## config.mk

```make
export PLATFORM = sky130hd
export DESIGN_NAME = dtc_timer_unit
export DESIGN_NICKNAME = d
export VERILOG_FILES = /design/src/dtc_pin_sync.v /design/src/dtc_timer_unit.v
export VERILOG_INCLUDE_DIRS = /design/src /design/src/src
export SDC_FILE = /design/constraint.sdc
export NUM_CORES = 1
export LEC_CHECK = 0
export BUFFER_PORTS_ARGS = -buffer_cell sky130_fd_sc_hd__buf_4
export CAP_MARGIN = 20
export CELL_PAD_IN_SITES_DETAIL_PLACEMENT = 2
export CELL_PAD_IN_SITES_GLOBAL_PLACEMENT = 2
export CORE_MARGIN = 3
export CORE_UTILIZATION = 37
export CTS_BUF_LIST = sky130_fd_sc_hd__clkbuf_8
export DETAILED_ROUTE_END_ITERATION = 8
export PLACE_DENSITY_LB_ADDON = 0.05
export SETUP_SLACK_MARGIN = 0.02
export SLEW_MARGIN = 20
export SYNTH_ARGS = -nofsm -noshare
export SYNTH_HDL_FRONTEND = slang
export SYNTH_SLANG_ARGS = --single-unit
```

## constraint.sdc

```tcl
create_clock -name mclk_i -period 2.85 [get_ports mclk_i]
set_clock_uncertainty 0.2 [all_clocks]
set_input_delay 0.285 -clock mclk_i [delete_from_list [all_inputs] [get_ports mclk_i]]
set_output_delay 0.285 -clock mclk_i [all_outputs]
set_load 0.03 [all_outputs]
```

## src/dtc_defines.vh

```
`ifndef DTC_DEFINES_VH
`define DTC_DEFINES_VH

// register indices; byte address is four times the index
`define DTC_IDX_CMPB        6'h28
`define DTC_IDX_CMPA        6'h2a
`define DTC_IDX_T1CNT       6'h2c
`define DTC_IDX_T1CFGB      6'h2e
`define DTC_IDX_T1CFGA      6'h2f
`define DTC_IDX_CAPT        6'h26
`define DTC_IDX_T0CNT       6'h30
`define DTC_IDX_T0CFG       6'h33
`define DTC_IDX_FLAG        6'h38
`define DTC_IDX_MASK        6'h39
`define DTC_IDX_ACMP        6'h08

// reset values
`define DTC_RST_CFG         8'h00
`define DTC_RST_CNT16       16'h0000

// timer1_config_a fields
`define DTC_CFGA_COMA_HI    7
`define DTC_CFGA_COMA_LO    6
`define DTC_CFGA_COMB_HI    5
`define DTC_CFGA_COMB_LO    4
`define DTC_CFGA_PWM_HI     1
`define DTC_CFGA_PWM_LO     0

// timer1_config_b fields
`define DTC_CFGB_ICNC       7
`define DTC_CFGB_ICES       6
`define DTC_CFGB_CTC        3

// comparator capture control field
`define DTC_ACMP_COMPARATOR_CAPTURE_EN       0

// timer_flag_reg / timer_mask_reg bit positions
`define DTC_FLG_T0OVF       0
`define DTC_FLG_T1OVF       1
`define DTC_FLG_CAP         2
`define DTC_FLG_CMPB        3
`define DTC_FLG_CMPA        4
`define DTC_FLG_W           5

// clock select codes
`define DTC_CS_STOP         3'h0
`define DTC_CS_CK           3'h1
`define DTC_CS_DIV8         3'h2
`define DTC_CS_DIV64        3'h3
`define DTC_CS_DIV256       3'h4
`define DTC_CS_DIV1024      3'h5
`define DTC_CS_EXT_FALL     3'h6
`define DTC_CS_EXT_RISE     3'h7

// prescaler and pwm tops
`define DTC_PRE_W           10
`define DTC_PWM_OFF         2'h0
`define DTC_PWM_8           2'h1
`define DTC_PWM_9           2'h2
`define DTC_TOP_8           16'h00ff
`define DTC_TOP_9           16'h01ff
`define DTC_TOP_10          16'h03ff
`define DTC_T0_MAX          8'hff
`define DTC_T1_MAX          16'hffff

// capture noise filter sample count
`define DTC_FILT_N          4

// bus response codes
`define DTC_RESP_OKAY       2'h0
`define DTC_RESP_SLVERR     2'h2

`endif

```

## src/dtc_pin_sync.v

```verilog
`timescale 1ns/10ps
`default_nettype none

// three-stage synchroniser for asynchronous pins; a change counts only once
// stages two and three agree, which rejects a one-cycle metastable blip
module dtc_pin_sync #(
  parameter W = 4
) (
  input  wire         mclk_i,
  input  wire         srst_i,
  input  wire [W-1:0] pin_i,
  output reg  [W-1:0] level_o,
  output reg  [W-1:0] rise_o,
  output reg  [W-1:0] fall_o
);

  reg [W-1:0] s1_ff;
  reg [W-1:0] s2_ff;
  reg [W-1:0] s3_ff;
  wire [W-1:0] agree = ~(s2_ff ^ s3_ff);
  wire [W-1:0] nxt_level = (agree & s2_ff) | (~agree & level_o);

  // stage one feeds stage two only
  always @(posedge mclk_i) begin
    if (srst_i) begin
      s1_ff   <= {W{1'b0}};
      s2_ff   <= {W{1'b0}};
      s3_ff   <= {W{1'b0}};
      level_o <= {W{1'b0}};
      rise_o  <= {W{1'b0}};
      fall_o  <= {W{1'b0}};
    end else begin
      s1_ff   <= pin_i;
      s2_ff   <= s1_ff;
      s3_ff   <= s2_ff;
      level_o <= nxt_level;
      rise_o  <= nxt_level & ~level_o;
      fall_o  <= ~nxt_level & level_o;
    end
  end

endmodule

`default_nettype wire

```

## src/dtc_timer_unit.v

```verilog
// Summary of operation
// - one free 10-bit prescaler gives taps CK/8, CK/64, CK/256, CK/1024.
// - timer 0 select: stop, CK, four taps, pin falling, pin rising.
// - external count pins are sampled and synchronised on the system clock.
// - pin modes count pin transitions whatever the pin direction.
// - timer 0 config bits 7..3 read zero; only bits 2..0 write.
// - timer 0 counts up, readable and writable, resumes after a write.
// - timer 0 overflow flag in shared flag register, enable in mask register.
// - timer 1 overflow, compares and capture have own flags and enables.
// - timer 1 compares against A and B, optional clear on A, pin actions.
// - 8/9/10-bit centred, glitch-free dual PWM from counter and compares.
// - qualified capture event copies timer 1 count into capture register.
// - comparator output may replace capture pin as trigger source.
// - with filter on, four equal samples are needed before capture.
// - config A: mode A bits 7:6, mode B 5:4, zeros 3:2, PWM 1:0.
// - non-PWM compare mode: 0 disconnect, 1 toggle, 2 clear, 3 set.
// - in PWM mode the compare mode bits select PWM pin behaviour.
// - PWM select: 0 off, 1 8-bit, 2 9-bit, 3 10-bit.
// - capture edge select: clear means falling edge, set means rising.
// - clear-on-match zeroes timer 1 after compare A match; ignored in PWM.
// - timer 1 clock select uses the same coding as timer 0.
//
// Added by the designer: register access over AXI4-Lite.
`timescale 1ns/10ps
`default_nettype none
`include "dtc_defines.vh"

module dtc_timer_unit #(
  parameter AW = 8
) (
  input  wire          mclk_i,
  input  wire          srst_i,
  input  wire [AW-1:0] awaddr_i,
  input  wire          awvalid_i,
  output reg           awready_o,
  input  wire [31:0]   wdata_i,
  input  wire [3:0]    wstrb_i,
  input  wire          wvalid_i,
  output reg           wready_o,
  output reg  [1:0]    bresp_o,
  output reg           bvalid_o,
  input  wire          bready_i,
  input  wire [AW-1:0] araddr_i,
  input  wire          arvalid_i,
  output reg           arready_o,
  output reg  [31:0]   rdata_o,
  output reg  [1:0]    rresp_o,
  output reg           rvalid_o,
  input  wire          rready_i,
  input  wire          count_pin_zero_i,
  input  wire          count_pin_one_i,
  input  wire          capture_input_pin_i,
  input  wire          comparator_out_i,
  output reg           compare_pin_a_o,
  output reg           compare_pin_b_o,
  output reg           cmpa_drive_o,
  output reg           cmpb_drive_o,
  output reg           timer_irq_o
);

  // configuration state
  reg [2:0]               t0_cs_ff;
  reg [7:0]               t0_cnt_ff;
  reg [1:0]               coma_ff;
  reg [1:0]               comb_ff;
  reg [1:0]               pwm_ff;
  reg                     icnc_ff;
  reg                     ices_ff;
  reg                     ctc_ff;
  reg [2:0]               t1_cs_ff;
  reg                     comparator_capture_en_ff;
  reg [15:0]              t1_cnt_ff;
  reg [15:0]              ocra_ff;
  reg [15:0]              ocrb_ff;
  reg [15:0]              ocra_act_ff;
  reg [15:0]              ocrb_act_ff;
  reg [15:0]              icr_ff;
  reg                     dir_dn_ff;
  reg                     upd_ff;
  reg [`DTC_PRE_W-1:0]    pre_ff;
  reg [`DTC_FLG_W-1:0]    flag_ff;
  reg [`DTC_FLG_W-1:0]    mask_ff;
  reg [`DTC_FILT_N-1:0]   filt_sh_ff;
  reg                     filt_lvl_ff;
  reg                     cap_prev_ff;
  // bus state
  reg [AW-1:0]            awaddr_ff;
  reg [31:0]              wdata_ff;
  reg [3:0]               wstrb_ff;
  reg                     aw_held_ff;
  reg                     w_held_ff;

  wire [3:0] sync_lvl;
  wire [3:0] sync_rise;
  wire [3:0] sync_fall;

  // pins read directly, so a pin driven as an output still counts
  dtc_pin_sync #(.W(4)) u_sync (
    .mclk_i  (mclk_i),
    .srst_i  (srst_i),
    .pin_i   ({comparator_out_i, capture_input_pin_i, count_pin_one_i, count_pin_zero_i}),
    .level_o (sync_lvl),
    .rise_o  (sync_rise),
    .fall_o  (sync_fall)
  );

  wire tap8    = &pre_ff[2:0];
  wire tap64   = &pre_ff[5:0];
  wire tap256  = &pre_ff[7:0];
  wire tap1024 = &pre_ff;

  function sel_tick;
    input [2:0] cs;
    input       fe;
    input       re;
    begin
      case (cs)
        `DTC_CS_STOP:     sel_tick = 1'b0;
        `DTC_CS_CK:       sel_tick = 1'b1;
        `DTC_CS_DIV8:     sel_tick = tap8;
        `DTC_CS_DIV64:    sel_tick = tap64;
        `DTC_CS_DIV256:   sel_tick = tap256;
        `DTC_CS_DIV1024:  sel_tick = tap1024;
        `DTC_CS_EXT_FALL: sel_tick = fe;
        default:          sel_tick = re;
      endcase
    end
  endfunction

  // byte-lane merge for 16-bit registers
  function [15:0] merge16;
    input [15:0] old;
    input [15:0] nw;
    input [1:0]  st;
    begin
      merge16 = {st[1] ? nw[15:8] : old[15:8], st[0] ? nw[7:0] : old[7:0]};
    end
  endfunction

  // two-clock spacing of pin transitions is assumed for exact counting
  wire t0_tick = sel_tick(t0_cs_ff, sync_fall[0], sync_rise[0]);
  wire t1_tick = sel_tick(t1_cs_ff, sync_fall[1], sync_rise[1]);

  // write is performed once address and data are both held
  wire       wr_fire = aw_held_ff & w_held_ff & ~bvalid_o;
  wire [5:0] wr_idx  = awaddr_ff[7:2];
  wire       wr_b0   = wr_fire & wstrb_ff[0];
  wire [5:0] rd_idx  = araddr_i[7:2];

  function mapped;
    input [5:0] idx;
    begin
      case (idx)
        `DTC_IDX_CMPB, `DTC_IDX_CMPA, `DTC_IDX_T1CNT, `DTC_IDX_T1CFGB,
        `DTC_IDX_T1CFGA, `DTC_IDX_CAPT, `DTC_IDX_T0CNT, `DTC_IDX_T0CFG,
        `DTC_IDX_FLAG, `DTC_IDX_MASK, `DTC_IDX_ACMP: mapped = 1'b1;
        default: mapped = 1'b0;
      endcase
    end
  endfunction

  wire [15:0] pwm_top = (pwm_ff == `DTC_PWM_8) ? `DTC_TOP_8 :
                        (pwm_ff == `DTC_PWM_9) ? `DTC_TOP_9 : `DTC_TOP_10;
  wire        pwm_on  = (pwm_ff != `DTC_PWM_OFF);

  // timer 1 next state
  reg [15:0] nxt_t1_cnt;
  reg        nxt_dir_dn;
  reg [15:0] nxt_ocra_act;
  reg [15:0] nxt_ocrb_act;
  reg        t1_ovf;
  always @* begin
    nxt_t1_cnt   = t1_cnt_ff;
    nxt_dir_dn   = dir_dn_ff;
    nxt_ocra_act = ocra_act_ff;
    nxt_ocrb_act = ocrb_act_ff;
    t1_ovf       = 1'b0;
    if (!pwm_on) begin
      nxt_ocra_act = ocra_ff;
      nxt_ocrb_act = ocrb_ff;
      nxt_dir_dn   = 1'b0;
    end
    if (wr_fire && wr_idx == `DTC_IDX_T1CNT) begin
      nxt_t1_cnt = merge16(t1_cnt_ff, wdata_ff[15:0], wstrb_ff[1:0]);
    end else if (t1_tick) begin
      if (!pwm_on) begin
        // clear after compare A match, skipped in pwm
        if (ctc_ff && t1_cnt_ff == ocra_act_ff) begin
          nxt_t1_cnt = `DTC_RST_CNT16;
        end else begin
          nxt_t1_cnt = t1_cnt_ff + 16'h0001;
          t1_ovf     = (t1_cnt_ff == `DTC_T1_MAX);
        end
      end else if (!dir_dn_ff) begin
        // compares reload only at top, so a pulse is never cut short
        if (t1_cnt_ff >= pwm_top) begin
          nxt_dir_dn   = 1'b1;
          nxt_t1_cnt   = pwm_top - 16'h0001;
          nxt_ocra_act = ocra_ff;
          nxt_ocrb_act = ocrb_ff;
        end else begin
          nxt_t1_cnt = t1_cnt_ff + 16'h0001;
        end
      end else if (t1_cnt_ff == 16'h0000) begin
        nxt_dir_dn = 1'b0;
        nxt_t1_cnt = 16'h0001;
        t1_ovf     = 1'b1;
      end else begin
        nxt_t1_cnt = t1_cnt_ff - 16'h0001;
      end
    end
  end

  // match checked the cycle after the count moves
  wire match_a = upd_ff & (t1_cnt_ff == ocra_act_ff);
  wire match_b = upd_ff & (t1_cnt_ff == ocrb_act_ff);

  // comparator may replace the capture pin
  wire cap_src = comparator_capture_en_ff ? sync_lvl[3] : sync_lvl[2];
  // filtered level moves only after four equal samples
  wire nxt_filt = (&filt_sh_ff) ? 1'b1 : (~|filt_sh_ff) ? 1'b0 : filt_lvl_ff;
  wire cap_lvl  = icnc_ff ? filt_lvl_ff : cap_src;
  wire cap_evt  = ices_ff ? (cap_lvl & ~cap_prev_ff) : (~cap_lvl & cap_prev_ff);

  // timer 0 overflow at wrap from max
  wire t0_wr  = wr_fire && wr_idx == `DTC_IDX_T0CNT && wstrb_ff[0];
  wire t0_ovf = ~t0_wr & t0_tick & (t0_cnt_ff == `DTC_T0_MAX);

  // event flags; a set in the clearing cycle wins
  wire [`DTC_FLG_W-1:0] flg_set = {match_a, match_b, cap_evt, t1_ovf, t0_ovf};
  wire [`DTC_FLG_W-1:0] flg_clr = (wr_b0 && wr_idx == `DTC_IDX_FLAG) ? wdata_ff[`DTC_FLG_W-1:0]
                                                                     : {`DTC_FLG_W{1'b0}};
  wire [`DTC_FLG_W-1:0] nxt_flag = (flag_ff & ~flg_clr) | flg_set;

  // counters, capture and flags
  always @(posedge mclk_i) begin
    if (srst_i) begin
      pre_ff      <= {`DTC_PRE_W{1'b0}};
      t0_cnt_ff   <= 8'h00;
      t1_cnt_ff   <= `DTC_RST_CNT16;
      dir_dn_ff   <= 1'b0;
      upd_ff      <= 1'b0;
      ocra_act_ff <= `DTC_RST_CNT16;
      ocrb_act_ff <= `DTC_RST_CNT16;
      icr_ff      <= `DTC_RST_CNT16;
      flag_ff     <= {`DTC_FLG_W{1'b0}};
      filt_sh_ff  <= {`DTC_FILT_N{1'b0}};
      filt_lvl_ff <= 1'b0;
      cap_prev_ff <= 1'b0;
      timer_irq_o <= 1'b0;
    end else begin
      pre_ff      <= pre_ff + 10'h001;
      // write takes priority, counting resumes next cycle
      if (t0_wr)
        t0_cnt_ff <= wdata_ff[7:0];
      else if (t0_tick)
        t0_cnt_ff <= t0_cnt_ff + 8'h01;
      t1_cnt_ff   <= nxt_t1_cnt;
      dir_dn_ff   <= nxt_dir_dn;
      upd_ff      <= t1_tick;
      ocra_act_ff <= nxt_ocra_act;
      ocrb_act_ff <= nxt_ocrb_act;
      if (cap_evt)
        icr_ff <= t1_cnt_ff;
      flag_ff     <= nxt_flag;
      filt_sh_ff  <= {filt_sh_ff[`DTC_FILT_N-2:0], cap_src};
      filt_lvl_ff <= nxt_filt;
      cap_prev_ff <= cap_lvl;
      timer_irq_o <= |(nxt_flag & mask_ff);
    end
  end

  // compare pin actions
  // drive outputs tell the port logic when the timer owns the pin
  always @(posedge mclk_i) begin
    if (srst_i) begin
      compare_pin_a_o <= 1'b0;
      compare_pin_b_o <= 1'b0;
      cmpa_drive_o    <= 1'b0;
      cmpb_drive_o    <= 1'b0;
    end else if (pwm_on) begin
      // mode 2 clears on up-count match, mode 3 inverts; 0 and 1 release
      cmpa_drive_o <= coma_ff[1];
      cmpb_drive_o <= comb_ff[1];
      if (match_a && coma_ff[1])
        compare_pin_a_o <= dir_dn_ff ^ coma_ff[0];
      if (match_b && comb_ff[1])
        compare_pin_b_o <= dir_dn_ff ^ comb_ff[0];
    end else begin
      cmpa_drive_o <= |coma_ff;
      cmpb_drive_o <= |comb_ff;
      if (match_a)
        compare_pin_a_o <= coma_ff[1] ? coma_ff[0] : (compare_pin_a_o ^ coma_ff[0]);
      if (match_b)
        compare_pin_b_o <= comb_ff[1] ? comb_ff[0] : (compare_pin_b_o ^ comb_ff[0]);
    end
  end

  // software-written configuration
  always @(posedge mclk_i) begin
    if (srst_i) begin
      t0_cs_ff <= 3'h0;
      coma_ff  <= 2'h0;
      comb_ff  <= 2'h0;
      pwm_ff   <= 2'h0;
      icnc_ff  <= 1'b0;
      ices_ff  <= 1'b0;
      ctc_ff   <= 1'b0;
      t1_cs_ff <= 3'h0;
      comparator_capture_en_ff  <= 1'b0;
      mask_ff  <= {`DTC_FLG_W{1'b0}};
      ocra_ff  <= `DTC_RST_CNT16;
      ocrb_ff  <= `DTC_RST_CNT16;
    end else begin
      if (wr_b0 && wr_idx == `DTC_IDX_T0CFG)
        t0_cs_ff <= wdata_ff[2:0];
      if (wr_b0 && wr_idx == `DTC_IDX_T1CFGA) begin
        coma_ff <= wdata_ff[`DTC_CFGA_COMA_HI:`DTC_CFGA_COMA_LO];
        comb_ff <= wdata_ff[`DTC_CFGA_COMB_HI:`DTC_CFGA_COMB_LO];
        pwm_ff  <= wdata_ff[`DTC_CFGA_PWM_HI:`DTC_CFGA_PWM_LO];
      end
      if (wr_b0 && wr_idx == `DTC_IDX_T1CFGB) begin
        icnc_ff  <= wdata_ff[`DTC_CFGB_ICNC];
        ices_ff  <= wdata_ff[`DTC_CFGB_ICES];
        ctc_ff   <= wdata_ff[`DTC_CFGB_CTC];
        t1_cs_ff <= wdata_ff[2:0];
      end
      if (wr_b0 && wr_idx == `DTC_IDX_ACMP)
        comparator_capture_en_ff <= wdata_ff[`DTC_ACMP_COMPARATOR_CAPTURE_EN];
      if (wr_b0 && wr_idx == `DTC_IDX_MASK)
        mask_ff <= wdata_ff[`DTC_FLG_W-1:0];
      if (wr_fire && wr_idx == `DTC_IDX_CMPA)
        ocra_ff <= merge16(ocra_ff, wdata_ff[15:0], wstrb_ff[1:0]);
      if (wr_fire && wr_idx == `DTC_IDX_CMPB)
        ocrb_ff <= merge16(ocrb_ff, wdata_ff[15:0], wstrb_ff[1:0]);
    end
  end

  // read mux; reserved bits read as zero
  reg [15:0] rd_val;
  always @* begin
    case (rd_idx)
      `DTC_IDX_CMPB:   rd_val = ocrb_ff;
      `DTC_IDX_CMPA:   rd_val = ocra_ff;
      `DTC_IDX_T1CNT:  rd_val = t1_cnt_ff;
      `DTC_IDX_T1CFGB: rd_val = {8'h00, icnc_ff, ices_ff, 2'b00, ctc_ff, t1_cs_ff};
      `DTC_IDX_T1CFGA: rd_val = {8'h00, coma_ff, comb_ff, 2'b00, pwm_ff};
      `DTC_IDX_CAPT:   rd_val = icr_ff;
      `DTC_IDX_T0CNT:  rd_val = {8'h00, t0_cnt_ff};
      `DTC_IDX_T0CFG:  rd_val = {13'h0000, t0_cs_ff};
      `DTC_IDX_FLAG:   rd_val = {11'h000, flag_ff};
      `DTC_IDX_MASK:   rd_val = {11'h000, mask_ff};
      `DTC_IDX_ACMP:   rd_val = {15'h0000, comparator_capture_en_ff};
      default:         rd_val = 16'h0000;
    endcase
  end

  // axi4-lite channels; one write and one read outstanding keeps this small
  wire aw_take      = awvalid_i & awready_o;
  wire w_take       = wvalid_i & wready_o;
  wire nxt_aw_held  = (aw_held_ff & ~wr_fire) | aw_take;
  wire nxt_w_held   = (w_held_ff & ~wr_fire) | w_take;
  wire nxt_bvalid   = wr_fire | (bvalid_o & ~bready_i);
  wire ar_take      = arvalid_i & arready_o;
  wire nxt_rvalid   = ar_take | (rvalid_o & ~rready_i);
  always @(posedge mclk_i) begin
    if (srst_i) begin
      awaddr_ff  <= {AW{1'b0}};
      wdata_ff   <= 32'h0000_0000;
      wstrb_ff   <= 4'h0;
      aw_held_ff <= 1'b0;
      w_held_ff  <= 1'b0;
      awready_o  <= 1'b0;
      wready_o   <= 1'b0;
      bvalid_o   <= 1'b0;
      bresp_o    <= `DTC_RESP_OKAY;
      arready_o  <= 1'b0;
      rvalid_o   <= 1'b0;
      rdata_o    <= 32'h0000_0000;
      rresp_o    <= `DTC_RESP_OKAY;
    end else begin
      if (aw_take)
        awaddr_ff <= awaddr_i;
      if (w_take) begin
        wdata_ff <= wdata_i;
        wstrb_ff <= wstrb_i;
      end
      aw_held_ff <= nxt_aw_held;
      w_held_ff  <= nxt_w_held;
      awready_o  <= ~nxt_aw_held & ~nxt_bvalid;
      wready_o   <= ~nxt_w_held & ~nxt_bvalid;
      bvalid_o   <= nxt_bvalid;
      if (wr_fire)
        bresp_o <= (mapped(wr_idx) && wr_idx != `DTC_IDX_CAPT) ? `DTC_RESP_OKAY : `DTC_RESP_SLVERR;
      arready_o  <= ~nxt_rvalid;
      rvalid_o   <= nxt_rvalid;
      if (ar_take) begin
        rdata_o <= {16'h0000, rd_val};
        rresp_o <= mapped(rd_idx) ? `DTC_RESP_OKAY : `DTC_RESP_SLVERR;
      end
    end
  end

endmodule

`default_nettype wire

```

* Yosys cells after proc, flatten, opt, wreduce, memory -nomap -nowiden
Index checks and enable logic that the tools add are counted.
Storage, ports and cells: bits in registers 226, input bits 63, output and inout bits 46, word-level logic and storage cells 261
Cells by class: add/subtract/negate cells 5, magnitude comparators 1, equality and inequality tests 46, muxes and demuxes 65, bitwise gates (word level) 51, reduce and logical (&&, ||, !) cells 42
Operator list (number):
- 16-bit 2-to-1 mux | 19
- 16-bit case mux with 11 select lines | 1
- 6-bit equality test, second input constant | 20
- 1-bit 2-to-1 mux | 34
- 16-bit equality test | 2
- 8-bit 2-to-1 mux | 4
- 11-bit OR reduction | 2
- 10-bit 2-to-1 mux | 2
- 1-bit AND | 18
- 3-bit equality test, second input constant | 6
- 16-bit by 1-bit adder with 16-bit output, second input constant | 1
- 16-bit equality test, second input constant | 1
- 16-bit by 10-bit >= comparator with 1-bit output | 1
- 16-bit logical NOT | 1
- 2-bit AND reduction | 8
- 16-bit by 1-bit subtractor with 16-bit output, second input constant | 1
- 1-bit logical AND | 15
- 1-bit case mux with 7 select lines | 2
- 3-bit by 2-bit equality test with 1-bit output, second input constant | 4
- 6-bit by 4-bit equality test with 1-bit output, second input constant | 2
- 1-bit NOT | 11
- 10-bit by 1-bit subtractor with 11-bit output, second input constant | 1
- 10-bit by 1-bit adder with 10-bit output, second input constant | 1
- 5-bit AND | 2
- other kinds (30) | 51

* Depth between registers and ports, before layout
Gate-level depths: netlist of run 1.
depth after elaboration 10, depth in mapped cells 11

* By module
From an unflattened synthesis of run 1, not the netlist that was laid out.
Unflattened totals: cell total of the unflattened synthesis 1307, area total of the unflattened synthesis 10954.3 um2
By module, submodules not included:
- dtc_timer_unit | instances 1, cells each 1249, area each 10172.3 um2, seq. area each 4043.9 um2
- dtc_pin_sync | instances 1, cells each 58, area each 782.0 um2, seq. area each 480.5 um2

* Worst setup path before layout of run 1
OpenSTA, ideal clock, no wires.
path kind reg-to-reg, start point reg pwm_ff[0], end point reg t1_cnt_ff[2], library setup time 0.086 ns, arrival 2.317 ns, slack 0.247 ns, stages on the path, launching flop included 11, period minus slack after synthesis 2.603 ns, cells stage by stage dfxtp_1 inv_1 ha_1 ha_1 nand2_1 or4_1 and2_4 o22ai_1 a21oi_1 or3_1 a211oi_1
Between the ends: cells in the longest elaborated chain, start to end 9
RTL lines:
- start, declared | RTL line dtc_timer_unit.v:66 | reg [1:0] pwm_ff;
- start signal, assigned | RTL line dtc_timer_unit.v:320 | pwm_ff <= wdata_ff[`DTC_CFGA_PWM_HI:`DTC_CFGA_PWM_LO];
- 2-bit equality test (no source line)
- 10-bit 2-to-1 mux (no source line) (2 in a row)
- 16-bit by 10-bit >= comparator with 1-bit output | RTL line dtc_timer_unit.v:196 | if (t1_cnt_ff >= pwm_top) begin
- 16-bit 2-to-1 mux | RTL line dtc_timer_unit.v:196
- 16-bit 2-to-1 mux | RTL line dtc_timer_unit.v:194 | end else if (!dir_dn_ff) begin
- 16-bit 2-to-1 mux (*) | RTL line dtc_timer_unit.v:186 | if (!pwm_on) begin
- 16-bit 2-to-1 mux (*) | RTL line dtc_timer_unit.v:185 | end else if (t1_tick) begin
- 16-bit 2-to-1 mux (*) | RTL line dtc_timer_unit.v:183 | if (wr_fire && wr_idx == `DTC_IDX_T1CNT) begin
- end signal, assigned | RTL line dtc_timer_unit.v:240 | t1_cnt_ff <= `DTC_RST_CNT16;
- end signal, assigned | RTL line dtc_timer_unit.v:258 | t1_cnt_ff <= nxt_t1_cnt;
- end, declared | RTL line dtc_timer_unit.v:72 | reg [15:0] t1_cnt_ff;
Mark *: on every way between the ends. The rest lies on a longest branch, timed or not. The select of a mux whose other input is x is not followed. A chain may end at the register's enable or synchronous reset.

* Final worst setup path of run 1
start point reg pwm_ff[0], end point reg ocra_act_ff[5]
Between the ends: cells in the longest elaborated chain, start to end 9
RTL lines:
- 2-bit equality test (no source line)
- 10-bit 2-to-1 mux (no source line) (2 in a row)
- 16-bit by 10-bit >= comparator with 1-bit output | RTL line dtc_timer_unit.v:196
- 16-bit 2-to-1 mux | RTL line dtc_timer_unit.v:196
- 16-bit 2-to-1 mux | RTL line dtc_timer_unit.v:194
- 16-bit 2-to-1 mux | RTL line dtc_timer_unit.v:186
- 16-bit 2-to-1 mux | RTL line dtc_timer_unit.v:185
- 16-bit 2-to-1 mux (*) | RTL line dtc_timer_unit.v:183
- end signal, assigned | RTL line dtc_timer_unit.v:243 | ocra_act_ff <= `DTC_RST_CNT16;
- end signal, assigned | RTL line dtc_timer_unit.v:261 | ocra_act_ff <= nxt_ocra_act;
- end, declared | RTL line dtc_timer_unit.v:75 | reg [15:0] ocra_act_ff;
Mark *: on every way between the ends. The rest lies on a longest branch, timed or not.

==> qor.yml, run 1 <==
worst_pin_slew_ns: 1.06
insertedDiodeCount: 0
port_buffers: 68
worst_slack_ns: 0.0363
core_um2: 28000
wire_per_inst_um: 22.8
area_delta_synth_final_pct: 26.2
total_leakage_power_nw: 5.31
yosysWarnings: 0
crit_path_start: "pwm_ff[0]"
drtAntennaViolNets: 0
clk-insertion-delay-late_ns: 0.55
min_period_over_period_pct: 98.7
top_level_ports: 109
crit_slowest_cell: "or4_4"
synth_seq_cells: 222
ys.flop_type: "dfxtp_1"
grt_max_degree: 97
timing.final.hold_violations: 0
setup_violations: 0
synth_edf_count: 0
nNetsFinal: 1479
drtIter0Drc: 549
max-slew-margin-rel_pct: 29.5
first_pass_iters: 5
avgSynthCellArea_um2: 8.60
cts_sinks: 222
ys_types: 74
fmax_ghz: 0.355
track_usage_pct: 26.5
hold_class: "input pin to flip-flop"
clk_pin_slew_ns: 0.06
die-area_um2: 30800
cp_max_fo: 8
dp_slack_ns: -0.0694
cts_buffer_depth: 3
die_w_um: 175
critPathArrivalTime_ns: 2.99
drcViolationCount: 0
fin_area_um2: 13400
crit_path_cell_trace: "buf_4, ha_1, ha_1, nand2_1, or4_4, and2_4, nor2_4, a21oi_4, buf_12, buf_12, mux2i_2, nor2_1"
critPathCaptureType: "flip-flop"
grt_pass1_wl_um: 63800
synth_seq_area_share_pct: 41.8
fin_hold_ws_ns: 0.132
grt_antenna_before_repair: 1
grt-ovfl-total: 0
cts_root_buffer: "clkbuf_8"
ir_drop_mv: 0.339
status: "finished clean"
grt_pass1_vias: 10839
gp_congestion: 0.829
cap_violations: 0
wl_um: 41500
die_h_um: 175
p_per_area_nw_per_um2: 511
tns_ns: 0
fin_crit_ns: 2.81
cts_tree: "built"
fillCellCount: 3087
vias_per_cell: 5.47
syn_area_um2: 10600
dpl.hpwl_um: 27800
cpPeakStageDelay_ns: 0.43
cts_made_buffers: 43
placed_area_um2: 12000
total_power_mw: 6.85
worstSetupPathType: "flip-flop to flip-flop"
r2r_start: "pwm_ff[0]"
dr_total_vias: 9942
drive_gt1_share_pct: 19.7
crit_required_ns: 3.03
async_reset_ff_share_pct: 0
worstHoldStart: "araddr_i[6]"
cp-start-kind: "flip-flop"
synthCells: 1236
start_util_pct: 37.9
slew_viol_final: 0
fp-row-count: 61
h-tree-depth: 2
## power breakdown
part	internal, mW	switching [mW]	leakage, nW
clock network	1.85	1.43	0.512
logic	0.142	0.241	3.00
registers	3.15	0.0508	1.80
## worst paths after layout
check	endpoint	cells after the start	slack (ns)
worst min register to register	u_sync.fall_o[1]	1	0.22
worst max register to register	ocra_act_ff[5]	12	0.04
worst min-delay path	rresp_o[1]	5	0.13
worst max-delay path	ocra_act_ff[5]	12	0.04
## state kept, by name (all words and copies together) (netlist names), 6 cells and up, named ones only
name / cells
t0_cnt_ff: 8
ocra_act_ff: 16
icr_ff: 16
awaddr_ff: 6
t1_cnt_ff: 16
ocrb_ff: 16
wdata_ff: 16
rdata_o: 16
pre_ff: 10
ocrb_act_ff: 16
ocra_ff: 16
## layer usage
metal	GRT usage, %	part of all wire [%]	routed length [um]
met1	32.7	43	17800
met2	47.4	51	21100
met3	3.29	2.8	1140
met4	9.53	3.2	1320
met5	0	0	0
## metrics by stage
stage / util [%] / std cells
6_report: 47.9 / 1816
5_1_grt: 47.9 / 1816
4_1_cts: 47.4 / 1813
3_5_place_dp: 42.8 / 1700
3_3_place_gp: 42.8 / 1700
2_1_floorplan: - / 1253
## cell usage after synthesis (all sizes together), types with 5 or more instances
| library cell | number | area, um^2 |
|---|---|---|
| dfxtp | 222 | 4440 |
| nor2 | 182 | 686 |
| nand2 | 122 | 458 |
| mux2i | 101 | 1010 |
| a21oi | 95 | 490 |
| clkbuf | 60 | 225 |
| xnor2 | 44 | 385 |
| buf | 43 | 290 |
| o21ai | 41 | 205 |
| nand3 | 23 | 120 |
| nor3 | 23 | 130 |
| nor2b | 22 | 138 |
| a221oi | 20 | 175 |
| xor2 | 17 | 149 |
| inv | 16 | 60.1 |
| nand4 | 16 | 106 |
| a211oi | 15 | 118 |
| nor4 | 13 | 87.6 |
| a21o | 10 | 75.1 |
| a31oi | 10 | 62.6 |
| ha | 10 | 125 |
| a222oi | 9 | 90.1 |
| and3 | 8 | 50.1 |
| nand2b | 8 | 50.1 |
| nor4b | 8 | 91.3 |
| a22o | 7 | 61.3 |
| o211ai | 7 | 52.6 |
| and2 | 6 | 42.5 |
| and4 | 6 | 52.6 |
| a22oi | 5 | 37.5 |
| nand3b | 5 | 37.5 |
| nor3b | 5 | 37.5 |
## cell usage in the layout (no fill, tap or decap), types with 29 or more instances in the layout
master,instances
inv_1,29
buf_4,171
a21oi_1,91
nor2_1,180
mux2i_1,98
o21ai_0,41
xnor2_1,44
dfxtp_1,220
dlygate4sd3_1,34
clkbuf_8,56
nand2_1,122
## final cells by class
cell class	instances	area, um^2	area share (%)
clock inverter	21	119	0.886
clock buffer	56	771	5.75
sequential	222	4450	33.2
tap	378	473	3.53
inverter	16	60.1	0.448
multi-input combinational	912	5790	43.2
timing repair buffer	211	1750	13.1
## worst max-delay path, delay by kind of cell, from the launching register on
family	cells	cell delay, ns
DFF	1	0.32
buffers and inverters	3	0.44
muxes	1	0.24
adders and majority gates	2	0.53
AOI/OAI and AO/OA	1	0.07
and+or+nand+nor	5	0.85
## kinds of logic after synthesis
kind of cell	share of synthesized area, %
compound gates	15.8
xor+xnor	5.03
fa+ha+maj	1.18
buf+inv	5.42
flops	41.8
mux	9.83
other cells	0.0353
simple gates	20.8
## what timing repair did
action / CTS / global route
setup endpoints to repair: 27 / 44
gates resized for setup: 2 / 22
cloned: 1 / 2
pin swaps: 1 / 2
endpoints found under the hold margin: 35 / 0
buffers inserted: 1 / 2
hold buffers: 34 / 0
No activity file was read; power rests on OpenSTA's default activity.
==> run 2, diff against run 1 <==
- CORE_MARGIN: 3 -> unset
==> qor.yml, run 2 (synthesis results as in run 1) <==
status: "finished clean"
area_delta_synth_final_pct: 26.5
crit_family: "simple AND/OR/NAND/NOR gates"
fmax_ghz: 0.362  # +2.0%
wire_per_inst_um: 22.3  # -2.2%
placed_area_um2: 12000  # +0.17%
h-tree-depth: 2  # unchanged
fin_area_um2: 13400  # +0.21%
die_w_um: 171  # -2.3%
drive_gt1_share_pct: 19.5  # -0.21 points
drtAntennaViolNets: 0  # unchanged
slew_viol_final: 0  # unchanged
insertedDiodeCount: 0  # unchanged
met3_usage_pct: 3.93  # +0.65 points
port_buffers: 68  # unchanged
worst_slack_ns: 0.0905  # +0.0543 ns
dpl.hpwl_um: 27700  # -0.59%
final_cell_mix: "dfxtp_1 (221), nor2_1 (180), buf_4 (162)"
clk_pin_slew_ns: 0.06  # about the same
busiest_layer: "met2"
cp_max_fo: 12  # +4
clk-insertion-delay-late_ns: 0.55  # about the same
timing.final.hold_violations: 0  # unchanged
drtIter0Drc: 463  # -16%
grt_setup_unrepaired: "no"
path_common_cell: "buf_12"
fp-row-count: 61  # unchanged
r2r_start: "pwm_ff[1]"
dr_total_vias: 9917  # -0.25%
r2r_slack_ns: 0.09  # +0.05 ns
hold_class: "input pin to flip-flop"
grt_pass1_vias: 10998  # +1.5%
drcViolationCount: 0  # unchanged
cp-endpoint: "ocrb_act_ff[12]"
worstSetupPathType: "flip-flop to flip-flop"
cts_sinks: 222  # unchanged
gp_congestion: 0.871  # +5.0%
crit_path_start: "pwm_ff[1]"
use_met2_pct: 50.5  # +3.1 points
hold_depth: 5  # unchanged
cap_violations: 0  # unchanged
total_leakage_power_nw: 5.28  # -0.45%
max-slew-margin-rel_pct: 34.2  # +4.7 points
cts_made_buffers: 43  # unchanged
crit_path_cell_trace: "inv_1, ha_4, ha_1, a21oi_1, nor4b_4, and2_4, nor2_4, a21oi_4, buf_12, buf_12, mux2i_1, nor2_1"
setup_violations: 0  # unchanged
met1_usage_pct: 32.2  # -0.50 points
nNetsFinal: 1472  # -0.47%
die-area_um2: 29400  # -4.5%
track_usage_pct: 27.8  # +1.3 points
worst_pin_slew_ns: 0.987  # -0.0698 ns
grt-ovfl-total: 0  # unchanged
grt_pass1_wl_um: 61900  # -3.0%
layout_commonest_cell: "dfxtp_1"
crit_required_ns: 3.05  # +0.02 ns
die_h_um: 171  # -2.3%
fin_crit_ns: 2.76  # -0.0543 ns
core_um2: 28000  # unchanged
worst_r2r_path_depth: 12  # unchanged
critPathArrivalTime_ns: 2.96  # -0.03 ns
top_level_ports: 109  # unchanged
ir_drop_mv: 0.396  # +17%
p_per_area_nw_per_um2: 533  # +4.3%
cpPeakStageDelay_ns: 0.32  # -0.11 ns
r2r-end: "ocrb_act_ff[12]"
min_period_over_period_pct: 96.8  # -1.9 points
dp_slack_ns: -0.0108  # +0.0586 ns
first_pass_iters: 5  # unchanged
cts_root_buffer: "clkbuf_8"
vias_per_cell: 5.48  # about the same
cp-start-kind: "flip-flop"
fin_util_pct: 48.0  # +0.098 points
cts_tree: "built"
critPathCaptureType: "flip-flop"
start_util_pct: 37.9  # unchanged
wl_um: 40500  # -2.4%
crit_cells: 12  # unchanged
crit_buf_inv: 3  # unchanged
grt_antenna_before_repair: 0  # -1
crit_slowest_cell: "dfxtp_1"
grt_max_degree: 210  # +120%
cts_buffer_depth: 3  # unchanged
-- run 2: changes by cell type in the layout (fill, tap and decap cells not counted), moves of 2 or more --
cell | before | now
bufinv_16 | 1 | 4
inv_1 | 29 | 27
mux2i_1 | 98 | 101
buf_12 | 2 | 6
buf_4 | 171 | 162
mux2i_2 | 2 | 0
nor3_2 | 5 | 7
-- run 2: worst min-delay path by stage --
stage	startpoint	endpoint
finish	araddr_i[2]	rdata_o[3]
floorplan	srst_i	flag_ff[1]
global route	araddr_i[2]	rdata_o[3]
CTS	araddr_i[2]	rdata_o[3]
detailed placement	u_sync.s3_ff[1]	u_sync.fall_o[1]
global placement	u_sync.s3_ff[1]	u_sync.fall_o[1]
-- run 2: stage by stage --
stage,hold WS (ns),total power [mW],instances,setup TNS [ns]
floorplan,0.162,3.46,1253,0
global placement,0.211,3.59,1696,0
detailed placement,0.211,3.60,1696,-0.0175
CTS,0.0976,7.25,1809,0
global route,0.130,7.41,1811,0
finish,0.139,7.16,1811,0
-- run 2: worst min-delay path: stages --
cell and delay, ns:
buf_4 0.12, nor3_2 0.05, buf_4 0.15, a21oi_1 0.14, a31oi_1 0.09
-- run 2: power by group --
group	switching [mW]	internal (mW)
Sequential	0.0526	3.15
Combinational	0.236	0.141
Clock	1.46	2.13
-- run 2: final cells by class --
class	count	area, um^2
Multi-Input combinational cell	912	5770
Tap cell	378	473
Inverter	16	60.1
Clock inverter	23	210
Timing Repair Buffer	204	1710
Clock buffer	56	771
Fill cell	3101	14600
Sequential cell	222	4450
-- run 2: timing repair --
action	in CTS	in global routing
gates resized for setup	3	14
buffers inserted	0	1
hold buffers	34	0
setup endpoints to repair	18	20
pin swaps	0	4
hold endpoints to repair	34	0
cloned	0	1
-- run 2: per-layer routing --
metal | vias to the layer above | part of all wire (%)
li1 | 4654 | -
met1 | 4963 | 43
met2 | 202 | 50
met3 | 98 | 3.3
met4 | 0 | 3.7
met5 | - | 0
==> run 3, diff against run 2 <==
- RECOVER_POWER: unset -> 50
==> qor.yml, run 3 (synthesis results as in run 1) <==
multiInputGateArea_um2: 5760  # -0.22%
fin_crit_ns: 2.77  # +0.00568 ns
fp-row-count: 61  # unchanged
crit_required_ns: 3.05  # about the same
min_period_over_period_pct: 97.0  # +0.20 points
critPathCaptureType: "flip-flop"
die-area_um2: 29400  # unchanged
fmax_ghz: 0.362  # -0.21%
worst_r2r_path_depth: 12  # unchanged
status: "finished clean"
track_usage_pct: 27.8  # unchanged
h-tree-depth: 2  # unchanged
worst_pin_slew_ns: 1.36  # +0.376 ns
timing.final.hold_violations: 0  # unchanged
grt_max_degree: 210  # unchanged
hold_class: "input pin to flip-flop"
critPathArrivalTime_ns: 2.97  # about the same
fillCellCount: 3133  # +1.0%
cts_made_buffers: 43  # unchanged
total_leakage_power_nw: 5.13  # -2.9%
clk_pin_slew_ns: 0.06  # about the same
clk-insertion-delay-late_ns: 0.55  # about the same
layout_commonest_cell: "dfxtp_1"
nNetsFinal: 1472  # unchanged
die_h_um: 171  # unchanged
ir_drop_mv: 0.395  # -0.11%
port_buffers: 68  # unchanged
r2r-end: "ocrb_act_ff[12]"
dpl.hpwl_um: 27700  # unchanged
tns_ns: 0  # unchanged
die_w_um: 171  # unchanged
grt-ovfl-total: 0  # unchanged
insertedDiodeCount: 0  # unchanged
p_int_mw: 5.41  # -0.22%
cp_max_fo: 12  # unchanged
r2r_slack_ns: 0.08  # about the same
gp_congestion: 0.871  # unchanged
fin_util_pct: 47.4  # -0.54 points
first_pass_iters: 9  # +4
worstSetupPathType: "flip-flop to flip-flop"
hold_depth: 5  # unchanged
cts_sinks: 222  # unchanged
drive_gt1_share_pct: 16.8  # -2.7 points
cts_buffer_depth: 3  # unchanged
drtIter0Drc: 476  # +2.8%
max-slew-margin-rel_pct: 9.03  # -25 points
pwr-share-seq_pct: 44.7  # about the same
p_per_area_nw_per_um2: 538  # +0.98%
fin_hold_ws_ns: 0.142  # +0.00237 ns
wl_um: 40500  # about the same
cp-start-kind: "flip-flop"
drcViolationCount: 0  # unchanged
start_util_pct: 37.9  # unchanged
area_delta_synth_final_pct: 25.1
drtAntennaViolNets: 0  # unchanged
total_power_mw: 7.15  # -0.16%
core_um2: 28000  # unchanged
power_frac_comb_pct: 5.1  # -0.2 points
top_level_ports: 109  # unchanged
grt_pass1_vias: 10998  # unchanged
setup_violations: 0  # unchanged
cts_root_buffer: "clkbuf_8"
holdPathEnd: "rdata_o[3]"
slew_viol_final: 0  # unchanged
grt_antenna_before_repair: 0  # unchanged
swShare_pct: 24.4  # +0.045 points
grt_setup_unrepaired: "no"
r2r_start: "pwm_ff[1]"
worstHoldStart: "araddr_i[2]"
final_cell_mix: "dfxtp_1 (221), nor2_1 (180), buf_4 (127)"
dr_total_vias: 9900  # -0.17%
wire_per_inst_um: 22.3  # about the same
switchingPower_mw: 1.75  # about the same
cts_tree: "built"
vias_per_cell: 5.47  # -0.17%
cap_violations: 0  # unchanged
grt_pass1_wl_um: 61900  # unchanged
seq_area_um2: 4450  # unchanged
pwr-share-clk_pct: 50.2  # about the same
==> run 3: cell count changes in the layout (fill, tap and decap cells not counted), sizes merged <==
cell	before	now
buf	169	133
clkbuf	57	93
==> run 3: layout make-up <==
class	count	area share (%)
multi-input combinational	912	43.3
clock inverter	23	1.58
clock buffer	56	5.80
timing repair buffer	204	11.8
tap	378	3.56
sequential	222	33.5
inverter	16	0.452
==> run 3: metal layers <==
layer  part of all wire [%]  GRT usage [%]  routed length [um]  vias up
li1                       -              -                   -     4662
met1                     42           32.2               17200     4940
met2                     50           50.5               20400      200
met3                    3.5           3.93                1410       98
met4                    3.7           12.3                1480        0
met5                      0          0.348                   0        -
==> run 3: power by group through the flow <==
stage,registers (mW),clock network [mW],logic (mW)
after floorplan,3.26,0,0.201
after global placement,3.26,0,0.329
after detailed placement,3.27,0,0.334
after CTS,3.20,3.67,0.374
after global routing,3.20,3.81,0.395
final,3.20,3.59,0.363
==> run 3: metrics by stage <==
step                std cells  area (um^2)  setup WS, ns
detailed placement       1696        12000       -0.0108
global placement         1696        12000        0.0425
global route             1811        13300        0.0182
finish                   1811        13300        0.0849
floorplan                1253        10700         0.247
CTS                      1809        13300        0.0639
==> run 3: how the worst max path moves through the flow <==
stage / start / end / cells after the start
2_1_floorplan: pwm_ff[0] / t1_cnt_ff[2] / 10
3_3_place_gp: pwm_ff[1] / t1_cnt_ff[11] / 10
3_5_place_dp: pwm_ff[1] / t1_cnt_ff[2] / 10
4_1_cts: pwm_ff[0] / t1_cnt_ff[2] / 10
5_1_grt: pwm_ff[1] / ocrb_act_ff[12] / 12
6_report: pwm_ff[1] / ocrb_act_ff[12] / 12
==> run 3: critical path, cell delays in order, from the launching register on <==
cell	delay (ns)
dfxtp_1	0.35
inv_1	0.10
ha_4	0.30
ha_1	0.24
a21oi_1	0.15
nor4b_4	0.25
and2_4	0.23
nor2_4	0.04
a21oi_4	0.16
buf_12	0.14
buf_12	0.15
mux2i_1	0.22
nor2_1	0.06
==> run 3: repair_timing <==
item	in CTS	in global routing
hold buffers	34	0
cloned	0	1
resized for setup	3	14
setup endpoints to repair	18	20
pin swaps	0	4
setup buffers	0	1
hold endpoints to repair	34	0
